--- config.mk ---
export PLATFORM = sky130hd
export DESIGN_NAME = fsfwc_top
export DESIGN_NICKNAME = d
export VERILOG_FILES = /design/src/logic/fsfwc_pkg.sv /design/src/logic/fsfwc_top.sv /design/src/logic/fsfwc_tx.sv
export SDC_FILE = /design/constraint.sdc
export NUM_CORES = 1
export LEC_CHECK = 0
export ABC_AREA = 1
export CAP_MARGIN = 10
export CORE_UTILIZATION = 30
export DETAILED_ROUTE_END_ITERATION = 8
export DONT_BUFFER_PORTS = 1
export SYNTH_ARGS = -nofsm -noshare
export SYNTH_HDL_FRONTEND = slang
export SYNTH_HIERARCHICAL = 1
export SYNTH_SLANG_ARGS = --single-unit
--- constraint.sdc ---
create_clock -name aclk -period 1.5 [get_ports aclk]
set_input_delay 0.15 -clock aclk [delete_from_list [all_inputs] [get_ports aclk]]
set_output_delay 0.15 -clock aclk [all_outputs]
set_load 0.02 [all_outputs]
--- src/logic/fsfwc_pkg.sv ---
// shared constants, codes and helpers of the fault status word codec
package fsfwc_pkg;
    // clock and bus timing
    localparam int CLK_MHZ = 125;
    localparam int BIT_TIME_NS = 8000;
    localparam int BIT_CYC = (BIT_TIME_NS * CLK_MHZ + 999) / 1000;
    localparam int REQ_TIME_NS = 16000;
    localparam int REQ_CYC = (REQ_TIME_NS * CLK_MHZ + 999) / 1000;
    localparam int START_BITS = 1;
    localparam int STOP_BITS = 1;

    // word layout
    localparam int WORD_W = 7;
    localparam int FRAME_W = WORD_W + 1;
    localparam int FRAME_BITS = START_BITS + FRAME_W + STOP_BITS;
    localparam logic [2:0] LAST_BIT = 3'h7;
    localparam logic [WORD_W-1:0] READY_WORD = 7'h00;

    // field 1 held in word[2:0], word[0] is the first listed bit
    localparam logic [2:0] F1_NONE = 3'h0;
    localparam logic [2:0] F1_OV = 3'h4;
    localparam logic [2:0] F1_UV100 = 3'h2;
    localparam logic [2:0] F1_UV85 = 3'h6;
    localparam logic [2:0] F1_UV70 = 3'h1;
    localparam logic [2:0] F1_UV55 = 3'h5;
    localparam logic [2:0] F1_SYS_THERM = 3'h3;
    localparam logic [2:0] F1_LS_UNREADY = 3'h7;
    // field 2 held in word[4:3], word[3] is the first listed bit
    localparam logic [1:0] F2_NONE = 2'h0;
    localparam logic [1:0] F2_WARN = 2'h2;
    localparam logic [1:0] F2_SHUT = 2'h1;
    localparam logic [1:0] F2_HS_UNREADY = 2'h3;
    // undervoltage level select
    localparam logic [1:0] UV_100 = 2'h0;
    localparam logic [1:0] UV_85 = 2'h1;
    localparam logic [1:0] UV_70 = 2'h2;

    // register map, byte addresses
    localparam int ADDR_W = 5;
    localparam logic [4:0] OFF_CTRL = 5'h00;
    localparam logic [4:0] OFF_STATUS = 5'h04;
    localparam logic [4:0] OFF_LAST = 5'h08;
    localparam logic [4:0] OFF_IRQ_STAT = 5'h0c;
    localparam logic [4:0] OFF_IRQ_MASK = 5'h10;
    localparam int CTRL_TX_EN = 0;
    localparam int CTRL_SEND = 1;
    localparam logic CTRL_TX_EN_RST = 1'b1;
    localparam int IRQ_W = 3;
    localparam logic [IRQ_W-1:0] IRQ_MASK_RST = 3'h0;
    localparam logic [1:0] RESP_OKAY = 2'h0;
    localparam logic [1:0] RESP_SLVERR = 2'h2;

    typedef enum logic [3:0] {
        TX_IDLE = 4'h1,
        TX_START = 4'h2,
        TX_DATA = 4'h4,
        TX_STOP = 4'h8
    } fsfwc_tx_state_t;

    // odd parity over the seven status bits
    function automatic logic fsfwc_parity(input logic [WORD_W-1:0] w);
        return ~(^w);
    endfunction
endpackage

--- src/logic/fsfwc_top.sv ---
// fault status word codec: condition encoding, request detect, axi4-lite regs
//
// Design decisions made here: the AXI4-Lite interface to the registers and the address map.
`timescale 1ns/1ps
// Operation
// - each update goes out as seven status bits then one parity bit.
// - parity makes the total count of ones in eight bits odd.
// - word holds four independent fields so faults of different fields combine.
// - all-zero ready word is sent once power-up completes.
// - a status request with no fault present is answered with the zero word.
// - bits 0-2 code overvoltage, four undervoltage levels, thermal, low-side unready.
// - bits 3-4 code thermal warning, thermal shutdown, high-side unready.
// - low-side unready on config pin fault, sense short, or trim corruption.
// - high-side unready on link loss, bypass or rail range, config pin fault.
// - both ends only pull the shared line low; a pull-up makes high.
module fsfwc_top import fsfwc_pkg::*; #(
    parameter int BIT_CYCLES = BIT_CYC,
    parameter int REQ_CYCLES = REQ_CYC
) (
    input wire logic aclk, // system clock
    input wire logic aresetn, // sync reset, active low
    input wire logic [ADDR_W-1:0] s_axi_awaddr, // write address
    input wire logic s_axi_awvalid, // write address valid
    output logic s_axi_awready, // write address ready
    input wire logic [31:0] s_axi_wdata, // write data
    input wire logic [3:0] s_axi_wstrb, // write strobes
    input wire logic s_axi_wvalid, // write data valid
    output logic s_axi_wready, // write data ready
    output logic [1:0] s_axi_bresp, // write response
    output logic s_axi_bvalid, // write response valid
    input wire logic s_axi_bready, // write response ready
    input wire logic [ADDR_W-1:0] s_axi_araddr, // read address
    input wire logic s_axi_arvalid, // read address valid
    output logic s_axi_arready, // read address ready
    output logic [31:0] s_axi_rdata, // read data
    output logic [1:0] s_axi_rresp, // read response
    output logic s_axi_rvalid, // read data valid
    input wire logic s_axi_rready, // read data ready
    input wire logic bus_overvoltage, // dc bus above limit
    input wire logic bus_undervoltage, // dc bus below a limit
    input wire logic [1:0] uv_level, // 0:100% 1:85% 2:70% 3:55%
    input wire logic system_thermal, // system thermal fault
    input wire logic low_side_config_fault, // low_side_config_pin open/short
    input wire logic sense_config_short, // sense pin shorted to config pin
    input wire logic trim_corrupt, // trim bits corrupted
    input wire logic ls_thermal_warn, // low-side switch hot
    input wire logic ls_thermal_shutdown, // low-side switch shut down
    input wire logic hs_link_loss, // high-to-low internal link lost
    input wire logic high_side_bypass_supply_bad, // bypass rail out of range
    input wire logic hs_rail_bad, // internal 5 v rail out of range
    input wire logic high_side_config_fault, // high_side_config_pin open/short
    input wire logic ls_overcurrent, // low-side overcurrent
    input wire logic hs_overcurrent, // high-side overcurrent
    input wire logic fault_bus_i, // sensed line level
    output logic fault_bus_o, // line drive value, always low
    output logic fault_bus_oe, // high while pulling low
    output logic irq // unmasked status pending
);
    // condition encoding
    logic low_side_driver_unready, high_side_driver_unready;
    logic [2:0] field1;
    logic [1:0] field2;
    logic [WORD_W-1:0] next_word, cur_word, last_word;
    assign low_side_driver_unready = low_side_config_fault | sense_config_short
        | trim_corrupt;
    assign high_side_driver_unready = hs_link_loss | high_side_bypass_supply_bad
        | hs_rail_bad | high_side_config_fault;
    // one code per field, worst condition wins where two could overlap
    assign field1 = low_side_driver_unready ? F1_LS_UNREADY :
        system_thermal ? F1_SYS_THERM :
        bus_overvoltage ? F1_OV :
        !bus_undervoltage ? F1_NONE :
        (uv_level == UV_100) ? F1_UV100 :
        (uv_level == UV_85) ? F1_UV85 :
        (uv_level == UV_70) ? F1_UV70 : F1_UV55;
    assign field2 = high_side_driver_unready ? F2_HS_UNREADY :
        ls_thermal_shutdown ? F2_SHUT :
        ls_thermal_warn ? F2_WARN : F2_NONE;
    assign next_word = {hs_overcurrent, ls_overcurrent, field2, field1};

    // request detection, line held low long enough while we are silent
    logic tx_busy, tx_oe, tx_done, tx_bus_o;
    logic [15:0] low_cnt;
    logic req_seen, powerup_pend, send_pend, tx_en, launch_q;
    localparam logic [15:0] REQ_END = 16'(REQ_CYCLES - 1);
    wire line_low = !fault_bus_i && !tx_busy && !launch_q;
    wire req_hit = line_low && (low_cnt == REQ_END);
    wire req_launch = req_seen && fault_bus_i;
    wire changed = (cur_word != last_word);
    wire launch = tx_en && !tx_busy && !launch_q
        && (powerup_pend || req_launch || send_pend || changed);
    // power-up frame carries the ready word, later ones the live word
    wire [WORD_W-1:0] launch_word = powerup_pend ? READY_WORD : cur_word;
    wire [FRAME_W-1:0] launch_frame = {fsfwc_parity(launch_word), launch_word};

    always_ff @(posedge aclk) begin
        if (!aresetn) low_cnt <= 16'h0000;
        else if (!line_low) low_cnt <= 16'h0000;
        else if (!req_hit) low_cnt <= low_cnt + 16'h0001;
    end

    // pending sends; a new cause in the launch cycle is kept
    always_ff @(posedge aclk) begin
        if (!aresetn) begin
            req_seen <= 1'b0;
            powerup_pend <= 1'b1;
            launch_q <= 1'b0;
            cur_word <= READY_WORD;
            last_word <= READY_WORD;
        end else begin
            req_seen <= req_hit || (req_seen && !(launch && !powerup_pend));
            powerup_pend <= powerup_pend && !launch;
            launch_q <= launch;
            cur_word <= next_word;
            if (launch) last_word <= launch_word;
        end
    end

    fsfwc_tx #(
        .BIT_CYCLES(BIT_CYCLES)
    ) u_tx (
        .aclk(aclk),
        .aresetn(aresetn),
        .start(launch),
        .frame(launch_frame),
        .busy(tx_busy),
        .bus_o(tx_bus_o),
        .bus_oe(tx_oe),
        .done(tx_done)
    );
    assign fault_bus_o = tx_bus_o;
    assign fault_bus_oe = tx_oe;

    // axi4-lite write channel, address and data taken in either order
    logic aw_got, w_got;
    logic [ADDR_W-1:0] waddr;
    logic [31:0] wdata;
    logic [3:0] wstrb;
    always_ff @(posedge aclk) begin
        if (!aresetn || (s_axi_bvalid && s_axi_bready)) begin
            aw_got <= 1'b0;
            s_axi_awready <= 1'b1;
        end else if (s_axi_awvalid && s_axi_awready) begin
            aw_got <= 1'b1;
            s_axi_awready <= 1'b0;
            waddr <= s_axi_awaddr;
        end
    end
    always_ff @(posedge aclk) begin
        if (!aresetn || (s_axi_bvalid && s_axi_bready)) begin
            w_got <= 1'b0;
            s_axi_wready <= 1'b1;
        end else if (s_axi_wvalid && s_axi_wready) begin
            w_got <= 1'b1;
            s_axi_wready <= 1'b0;
            wdata <= s_axi_wdata;
            wstrb <= s_axi_wstrb;
        end
    end

    // write decode on the aligned word address
    wire [ADDR_W-1:0] wa = {waddr[ADDR_W-1:2], 2'b00};
    wire wr_fire = aw_got && w_got && !s_axi_bvalid;
    wire w_ctrl = (wa == OFF_CTRL);
    wire w_stat = (wa == OFF_IRQ_STAT);
    wire w_mask = (wa == OFF_IRQ_MASK);
    wire w_ro = (wa == OFF_STATUS) || (wa == OFF_LAST);
    wire w_hit = w_ctrl || w_stat || w_mask || w_ro;
    wire wr_lane0 = wr_fire && wstrb[0];

    always_ff @(posedge aclk) begin
        if (!aresetn) begin
            s_axi_bvalid <= 1'b0;
            s_axi_bresp <= RESP_OKAY;
        end else if (wr_fire) begin
            s_axi_bvalid <= 1'b1;
            s_axi_bresp <= w_hit ? RESP_OKAY : RESP_SLVERR;
        end else if (s_axi_bready) begin
            s_axi_bvalid <= 1'b0;
        end
    end

    // control: transmit enable, and a self-clearing send request
    logic [IRQ_W-1:0] irq_stat, irq_mask, next_stat;
    always_ff @(posedge aclk) begin
        if (!aresetn) begin
            tx_en <= CTRL_TX_EN_RST;
            send_pend <= 1'b0;
            irq_mask <= IRQ_MASK_RST;
        end else begin
            if (wr_lane0 && w_ctrl) tx_en <= wdata[CTRL_TX_EN];
            send_pend <= (wr_lane0 && w_ctrl && wdata[CTRL_SEND]) || (send_pend && !launch);
            if (wr_lane0 && w_mask) irq_mask <= wdata[IRQ_W-1:0];
        end
    end

    // sticky events: frame sent, request seen, word changed; set beats clear
    wire [IRQ_W-1:0] ev = {next_word != cur_word, req_hit && !req_seen, tx_done};
    wire [IRQ_W-1:0] w1c = (wr_lane0 && w_stat) ? wdata[IRQ_W-1:0] : '0;
    assign next_stat = (irq_stat & ~w1c) | ev;
    always_ff @(posedge aclk) begin
        if (!aresetn) begin
            irq_stat <= '0;
            irq <= 1'b0;
        end else begin
            irq_stat <= next_stat;
            irq <= |(next_stat & irq_mask);
        end
    end

    // read side, one outstanding read, data latched at address handshake
    wire [ADDR_W-1:0] ra = {s_axi_araddr[ADDR_W-1:2], 2'b00};
    wire ar_fire = s_axi_arvalid && s_axi_arready;
    wire r_hit = (ra == OFF_CTRL) || (ra == OFF_STATUS) || (ra == OFF_LAST)
        || (ra == OFF_IRQ_STAT) || (ra == OFF_IRQ_MASK);
    wire [31:0] rd_mux = (ra == OFF_CTRL) ? {31'h0, tx_en} :
        (ra == OFF_STATUS) ? {23'h0, tx_busy, fsfwc_parity(cur_word), cur_word} :
        (ra == OFF_LAST) ? {24'h0, fsfwc_parity(last_word), last_word} :
        (ra == OFF_IRQ_STAT) ? {29'h0, irq_stat} :
        (ra == OFF_IRQ_MASK) ? {29'h0, irq_mask} : 32'h0;
    always_ff @(posedge aclk) begin
        if (!aresetn) begin
            s_axi_arready <= 1'b1;
            s_axi_rvalid <= 1'b0;
            s_axi_rdata <= 32'h0;
            s_axi_rresp <= RESP_OKAY;
        end else if (ar_fire) begin
            s_axi_arready <= 1'b0;
            s_axi_rvalid <= 1'b1;
            s_axi_rdata <= rd_mux;
            s_axi_rresp <= r_hit ? RESP_OKAY : RESP_SLVERR;
        end else if (s_axi_rvalid && s_axi_rready) begin
            s_axi_arready <= 1'b1;
            s_axi_rvalid <= 1'b0;
        end
    end
endmodule

--- src/logic/fsfwc_tx.sv ---
// open-drain frame sender: start bit, eight frame bits lsb first, stop bit
`timescale 1ns/1ps
module fsfwc_tx import fsfwc_pkg::*; #(
    parameter int BIT_CYCLES = BIT_CYC
) (
    input wire logic aclk, // system clock
    input wire logic aresetn, // sync reset, active low
    input wire logic start, // one-cycle launch while idle
    input wire logic [FRAME_W-1:0] frame, // word and parity
    output logic busy, // frame on the line
    output logic bus_o, // line drive value, always low
    output logic bus_oe, // high while pulling the line low
    output logic done // one-cycle pulse after stop bit
);
    localparam logic [15:0] BIT_END = 16'(BIT_CYCLES - 1);

    fsfwc_tx_state_t state, next_state;
    logic [15:0] tick;
    logic [2:0] bit_idx;
    logic [FRAME_W-1:0] shreg;
    wire tick_end = (tick == BIT_END);
    wire next_bit = (state == TX_DATA && tick_end) ? shreg[1] : shreg[0];
    // a one bit releases the line, the pull-up makes it high
    wire next_oe = (next_state == TX_START) | ((next_state == TX_DATA) & ~next_bit);

    // frame sequencing
    always_comb begin
        next_state = state;
        case (state)
            TX_IDLE: if (start) next_state = TX_START;
            TX_START: if (tick_end) next_state = TX_DATA;
            TX_DATA: if (tick_end && bit_idx == LAST_BIT) next_state = TX_STOP;
            TX_STOP: if (tick_end) next_state = TX_IDLE;
            default: next_state = TX_IDLE;
        endcase
    end

    always_ff @(posedge aclk) begin
        if (!aresetn) begin
            state <= TX_IDLE;
            tick <= 16'h0000;
        end else begin
            state <= next_state;
            tick <= (state == TX_IDLE || tick_end) ? 16'h0000 : tick + 16'h0001;
        end
    end

    // bit shifter, parity goes out right after bit 6
    always_ff @(posedge aclk) begin
        if (!aresetn) begin
            bit_idx <= 3'h0;
            shreg <= '0;
        end else if (state == TX_IDLE && start) begin
            bit_idx <= 3'h0;
            shreg <= frame;
        end else if (state == TX_DATA && tick_end) begin
            bit_idx <= bit_idx + 3'h1;
            shreg <= {1'b0, shreg[FRAME_W-1:1]};
        end
    end

    // registered pin and status outputs
    always_ff @(posedge aclk) begin
        if (!aresetn) begin
            bus_oe <= 1'b0;
            bus_o <= 1'b0;
            busy <= 1'b0;
            done <= 1'b0;
        end else begin
            bus_oe <= next_oe;
            bus_o <= 1'b0;
            busy <= (next_state != TX_IDLE);
            done <= (state == TX_STOP && tick_end);
        end
    end

    // frame length helper for checking
    int frame_cnt;
    always_ff @(posedge aclk) begin
        if (!aresetn || done) frame_cnt <= 0;
        else if (busy) frame_cnt <= frame_cnt + 1;
    end
endmodule

Word level (Yosys, flattened, before mapping)
Index checks and enable logic that the tools add are counted.
{ "totals": {"ff_bits": 128, "word_cells": 173} }
{ "classes": {"addsub": 3, "n_eq_ne": 22, "n_mux": 33, "bitwise_logic": 17, "reduce_logical": 67} }
{ "ops": {"columns": ["op", "count"], "rows": [
  ["$add A16 B1 Y16 const B", 2],
  ["$mux W3", 10],
  ["$logic_and A1 B1 Y1", 28],
  ["$mux W8", 3],
  ["$reduce_xor A7 Y1", 3],
  ["$mux W9", 2],
  ["$eq A16 B10 Y1 const B", 1],
  ["$eq A16 B11 Y1 const B", 1],
  ["$mux W4", 4],
  ["$pmux W4 S4", 1],
  ["$logic_or A1 B1 Y1", 15],
  ["$ne A7 B7 Y1", 2],
  ["$eq A3 B2 Y1 const B", 4],
  ["$logic_not A5 Y1", 2],
  ["$mux W2", 5],
  ["$eq A3 B3 Y1 const B", 3],
  ["$logic_not A1 Y1", 9],
  ["$eq A4 B2 Y1 const B", 2],
  ["$eq A4 B3 Y1 const B", 2],
  ["$mux W1", 7],
  ["$mux W7", 1],
  ["$and A3 B3 Y3", 2],
  ["$eq A3 B1 Y1 const B", 2],
  ["$not A1 Y1", 6],
  ["other kinds (15)", 25]
]} }

Longest topological paths before layout
{ "logic_depth": {"word_depth": 12, "depth_mapped": 13} }

Cells and area by module
Netlist, hierarchy kept.
{ "by_module_without_submodules": {"columns": ["mod", "n_inst", "cells_per_inst", "area_per_inst_um2"], "rows": [
  ["fsfwc_top", 1, 517, 3509.6],
  ["fsfwc_tx", 1, 237, 1764.2]
]} }

Worst setup path before layout
OpenSTA, ideal clock, no wires.
{ "synth_path": {"path_type": "flip-flop to flip-flop", "startpoint": "register powerup_pend", "endpoint": "register u_tx.bus_oe", "setup_ns": 0.121, "arrival_ns": 1.467, "setup_slack_ns": -0.088, "path_stages_with_launch": 12, "n_path_buf": 1, "synth_period_minus_slack_ns": 1.588, "path_cell_list": "dfxtp_1 buf_2 nor2_1 nand4_1 nor2_1 nand2_1 nand2_4 inv_1 nand2_4 clkinv_2 a21oi_1 a21oi_1"} }
{ "synth_via": {"elab_chain_len": 9} }
{ "synth_rtl": {"columns": ["element", "line_no", "text"], "rows": [
  ["start: declaration", "fsfwc_top.sv:84", "logic req_seen, powerup_pend, send_pend, tx_en, launch_q;"],
  ["start signal: assignment", "fsfwc_top.sv:112", "powerup_pend <= powerup_pend && !launch;"],
  ["$logic_or A1 B1 Y1 * (3 in a row)", "fsfwc_top.sv:91", "&& (powerup_pend || req_launch || send_pend || changed);"],
  ["$logic_and A1 B1 Y1 *", "fsfwc_top.sv:91", null],
  ["net launch", "fsfwc_top.sv:90", "wire launch = tx_en && !tx_busy && !launch_q"],
  ["$mux W4 *", "fsfwc_tx.sv:30", "TX_IDLE: if (start) next_state = TX_START;"],
  ["$pmux W4 S4 *", "fsfwc_tx.sv:29", "case (state)"],
  ["$eq A4 B3 Y1", "fsfwc_tx.sv:24", "wire next_oe = (next_state == TX_START) | ((next_state == TX_DATA) & ~next_bit);"],
  ["$and A1 B1 Y1", "fsfwc_tx.sv:24", null],
  ["$or A1 B1 Y1 *", "fsfwc_tx.sv:24", null],
  ["end signal: assignment", "fsfwc_tx.sv:70", "bus_oe <= next_oe;"],
  ["end: declaration", "fsfwc_tx.sv:12", "output logic bus_oe,"]
]} }
Mark *: on every way through the listed nets, which the timed path passes. The rest lies on a longest branch.
A chain may end at the register's enable or synchronous reset.

Final worst setup path
{ "layout_path": {"startpoint": "register last_word[0]", "endpoint": "register u_tx.shreg[4]"} }
{ "layout_via": {"elab_chain_len": 5} }
{ "layout_rtl": {"columns": ["element", "line_no", "text"], "rows": [
  ["start: declaration", "fsfwc_top.sv:63", "logic [WORD_W-1:0] next_word, cur_word, last_word;"],
  ["start signal: assignment", "fsfwc_top.sv:115", "if (launch) last_word <= launch_word;"],
  ["$ne A7 B7 Y1 *", "fsfwc_top.sv:89", "wire changed = (cur_word != last_word);"],
  ["$logic_or A1 B1 Y1 *", "fsfwc_top.sv:91", null],
  ["$logic_and A1 B1 Y1 *", "fsfwc_top.sv:91", null],
  ["net launch", "fsfwc_top.sv:90", null],
  ["$logic_and A1 B1 Y1 *", "fsfwc_tx.sv:53", "end else if (state == TX_IDLE && start) begin"],
  ["$mux W8 or $reduce_bool A2 Y1 (tied branches)", null, null],
  ["end signal: assignment", "fsfwc_tx.sv:55", "shreg <= frame;"],
  ["end signal: assignment", "fsfwc_tx.sv:58", "shreg <= {1'b0, shreg[FRAME_W-1:1]};"],
  ["end: declaration", "fsfwc_tx.sv:20", "logic [FRAME_W-1:0] shreg;"]
]} }
Marked as above.

==> results.toml <==
[detailed_routing]
drc_marker_count_from_the_first_detailed_route_iteration = 188
drt-wirelength-per-cell_um = 11.9
first_pass_iters = 4
dr_total_vias = 4783
final_antenna_net_count = 0
drt_wl_total_um = 12800
drt_drc_violations_left = 0
routed_via_density = 4.47

[sta]
final-setup-viol-count = 4
final_cycle_utilization_of_the_critical_path_pct = 101
fin_skew_ps = 9.60
grt_setup_unrepaired = "true"
number_of_pins_exceeding_their_max_slew_limit_in_the_final_report = 0
slew-limit-headroom_pct = 46.8
finalHoldWorstSlack_ps = 40.2
timing_worst_slew_pin_value_ps = 795
layout_min_cycle_time_ps = 1520
final-hold-violation-count = 0
clock.fmax_mhz = 659
finalWorstSetupSlack_ps = -17.6

[critical_path]
critical_path_peak_fanout = 9
worst_r2r_startpoint = "last_word[0]"
timing_worst_setup_path_type = "flop to flop"
worst-endpoint-arrival_ps = 1740
path_delay_family = "simple AND/OR/NAND/NOR gates"
cp-startpoint = "last_word[0]"
start_kind = "flop"
worstPathCellList = "inv_4 -> nand2_1 -> nand4_1 -> nor2_2 -> nand2_2 -> nand2_4 -> inv_4 -> nand2_8 -> clkinv_4 -> nand2_1 -> nand2_1 -> nand2_1 -> a21oi_2"
setup_crit_end_kind = "flop"
reg2reg_depth = 13
rr_endpoint = "u_tx/shreg[4]"
reg2reg_setup_slack_ps = -20
critical_path.most_common_cell = "nand2_1"
critical_path.slowest_cell = "dfxtp_4"
critical-path-max-stage-delay_ps = 370
worst_ep_required_time_ps = 1730
critical_path_buf_inv_count = 3

[logic_synthesis]
netlist.area_leader.share_pct = 35.7
synth_edf_count = 7
ys_seq_area_share_pct = 39.7
synth_commonest_cells = "212 x nand2_1, 94 x dfxtp_1, 84 x inv_1, 75 x nor2_1, 53 x nand3_1"
post-synth-top-count-cell = "nand2_1"
synth-main-ff-cell = "dfxtp_1"
asyncSetResetFlopFracSynth_pct = 0
synth.ff_latch_count = 101
synth_area_sq_um = 5270
synth_top_cells_by_area = "dfxtp_1 36%, nand2_1 15%, inv_1 6.0%"
synth_top_area_cell = "dfxtp_1"
yosys.cell_types.count = 40
yosys_warnings = 6
syn_area_per_cell_sq_um = 6.99
postSynthCellCount = 754

[finish]
fillers = 1793
finish.utilization_pct = 38.2
final_net_count = 915
drive_above_1_share_pct = 23.6
antenna-diode-count = 0
synthToLayoutAreaGrowth_pct = 24.8
final_cell_area_sq_um = 6580
layout.cells.non_filler = 1070

[worst_hold_path]
worst_hold_path_cell_count = 2
holdPathEnd = "u_tx/tick[9]"
hold_path.startpoint = "aresetn"
timing.hold.worst.class = "input port to flop"

[pwr]
p_int_w = 0.00490
power_frac_clock_pct = 29.5
power.static_leakage_nw = 2.86
seq_power_share_pct = 42.9
powerDensity_nw_per_um2 = 1110
switching_share_pct = 32.8
pwr-share-comb_pct = 27.6
ir_worst_vdd_v = 0.000714
power.net_switching_w = 0.00239

[clocking]
clock_latency_ps = 360
tritoncts_num_sinks = 101
clockBufferDepth = 2
cts_tree = "yes"
cts_max_level = 3
cts_root_buffer = "clkbuf_16"
clkTransAtPathRegs_ps = 70
cts_inserted_buffers = 9

[global_route]
maximum_number_of_pins_on_one_net_before_global_route_repair = 20
grt-ovfl-total = 0
wire_length_of_the_first_global_routing_pass_um = 20400
via_count_of_the_first_global_routing_pass = 4423
number_of_antenna_violations_at_the_first_check_in_global_routing = 0
grt.total_usage_pct = 14.4

[place]
placed_cell_area_sq_um = 5880
dpl.hpwl_um = 9150
dp.cells = 1025
port-buffer-count = 0
gp_routability_congestion = 0.815

[run_status]
outcome = "finished, violations left"
failed_checks = "setup timing"

[floorplanning]
die_w_um = 135
initial_utilization_pct = 30.6
die_h_um = 135
std_cell_rows = 48
dieArea_sq_um = 18100
boundaryPins = 114
design.core.area_sq_um = 17200

[job]
timing.max_cap.violations = 0
-- registers in the layout, indices dropped and copies added, names as in the netlist, 4 cells and up --
signal and count:
low_cnt 16, u_tx/tick 16, s_axi_rdata 9, u_tx/shreg 8, cur_word 7, last_word 7, u_tx/state 4
-- worst max-delay path by stage --
stage | to | slack (ps) | cells after the start
after floorplan | u_tx/shreg[4] | 3 | 13
after global placement | u_tx/shreg[2] | -30 | 13
after detailed placement | u_tx/shreg[4] | -20 | 13
after CTS | u_tx/bit_idx[1] | 0.5 | 12
after global routing | u_tx/shreg[6] | -130 | 13
final | u_tx/shreg[4] | -20 | 13
-- cells by family (layout without fill, tap and decap cells) --
logic type                 count (synthesis)  after routing  share of synthesized area, %
adders and majority gates                  4              4                         0.949
and+or+nand+nor                          420            422                          37.2
DFF                                      101            101                          39.7
AOI/OAI and AO/OA                         86             86                          8.83
buffers and inverters                    132            197                          11.7
other                                      2             26                         0.142
xor gates and xnor gates                   9              9                          1.49
-- per-layer routing --
metal	GRT usage (%)	share of wire (%)
met5	0	0
met4	4.74	1.3
met3	4.05	4.0
met2	24.4	47
met1	17.5	47
-- repair_timing --
item,in CTS,in global routing
endpoints found under the setup margin,9,52
resized for setup,9,54
buffers inserted,0,8
hold buffers,19,1
pin swaps,2,19
endpoints found under the hold margin,36,1
cloned,0,2
-- worst register-to-register path, delay by kind of cell (launching register included) --
kind / cells / cell delay, ps
simple gates: 9 / 800
flops: 1 / 370
compound gates: 1 / 50
buf+inv: 3 / 190
-- final cells by class --
class / count / area (sq um) / share of cell area (%)
Multi-Input combinational cell: 547 / 2830 / 42.9
Clock buffer: 10 / 229 / 3.48
Timing Repair Buffer: 87 / 728 / 11.1
Inverter: 95 / 370 / 5.63
Sequential cell: 101 / 2120 / 32.2
Clock inverter: 5 / 28.8 / 0.437
Tap cell: 225 / 282 / 4.28
-- power groups by stage --
stage,sequential (W),combinational [W],clock (W)
floorplan,0.00315,0.00124,0
global placement,0.00316,0.00181,0
detailed placement,0.00316,0.00182,0
CTS,0.00311,0.00187,0.00222
global route,0.00316,0.00223,0.00232
finish,0.00313,0.00201,0.00215
-- through the flow --
stage	power, W	setup slack, ps	TNS, ps
global route	0.00771	-127	-1050
detailed placement	0.00497	-24.5	-135
finish	0.00729	-17.6	-34.7
floorplan	0.00439	2.79	0
global placement	0.00497	-32.9	-199
CTS	0.00720	0.489	0
-- layout by cell type (no fill, tap or decap), types with 9 or more instances in the layout --
cell type,n
nand2_1,202
inv_1,76
dfxtp_1,75
nor2_1,71
buf_4,65
nand3_1,51
a21oi_1,44
conb_1,26
dlygate4sd3_1,20
o21ai_0,19
nand2_2,18
dfxtp_2,17
inv_2,13
nor2_4,12
nor3_2,11
nand4_1,10
nor3_1,10
nor2_2,9
clkbuf_16,9
Power figures use the tool's default switching activity.
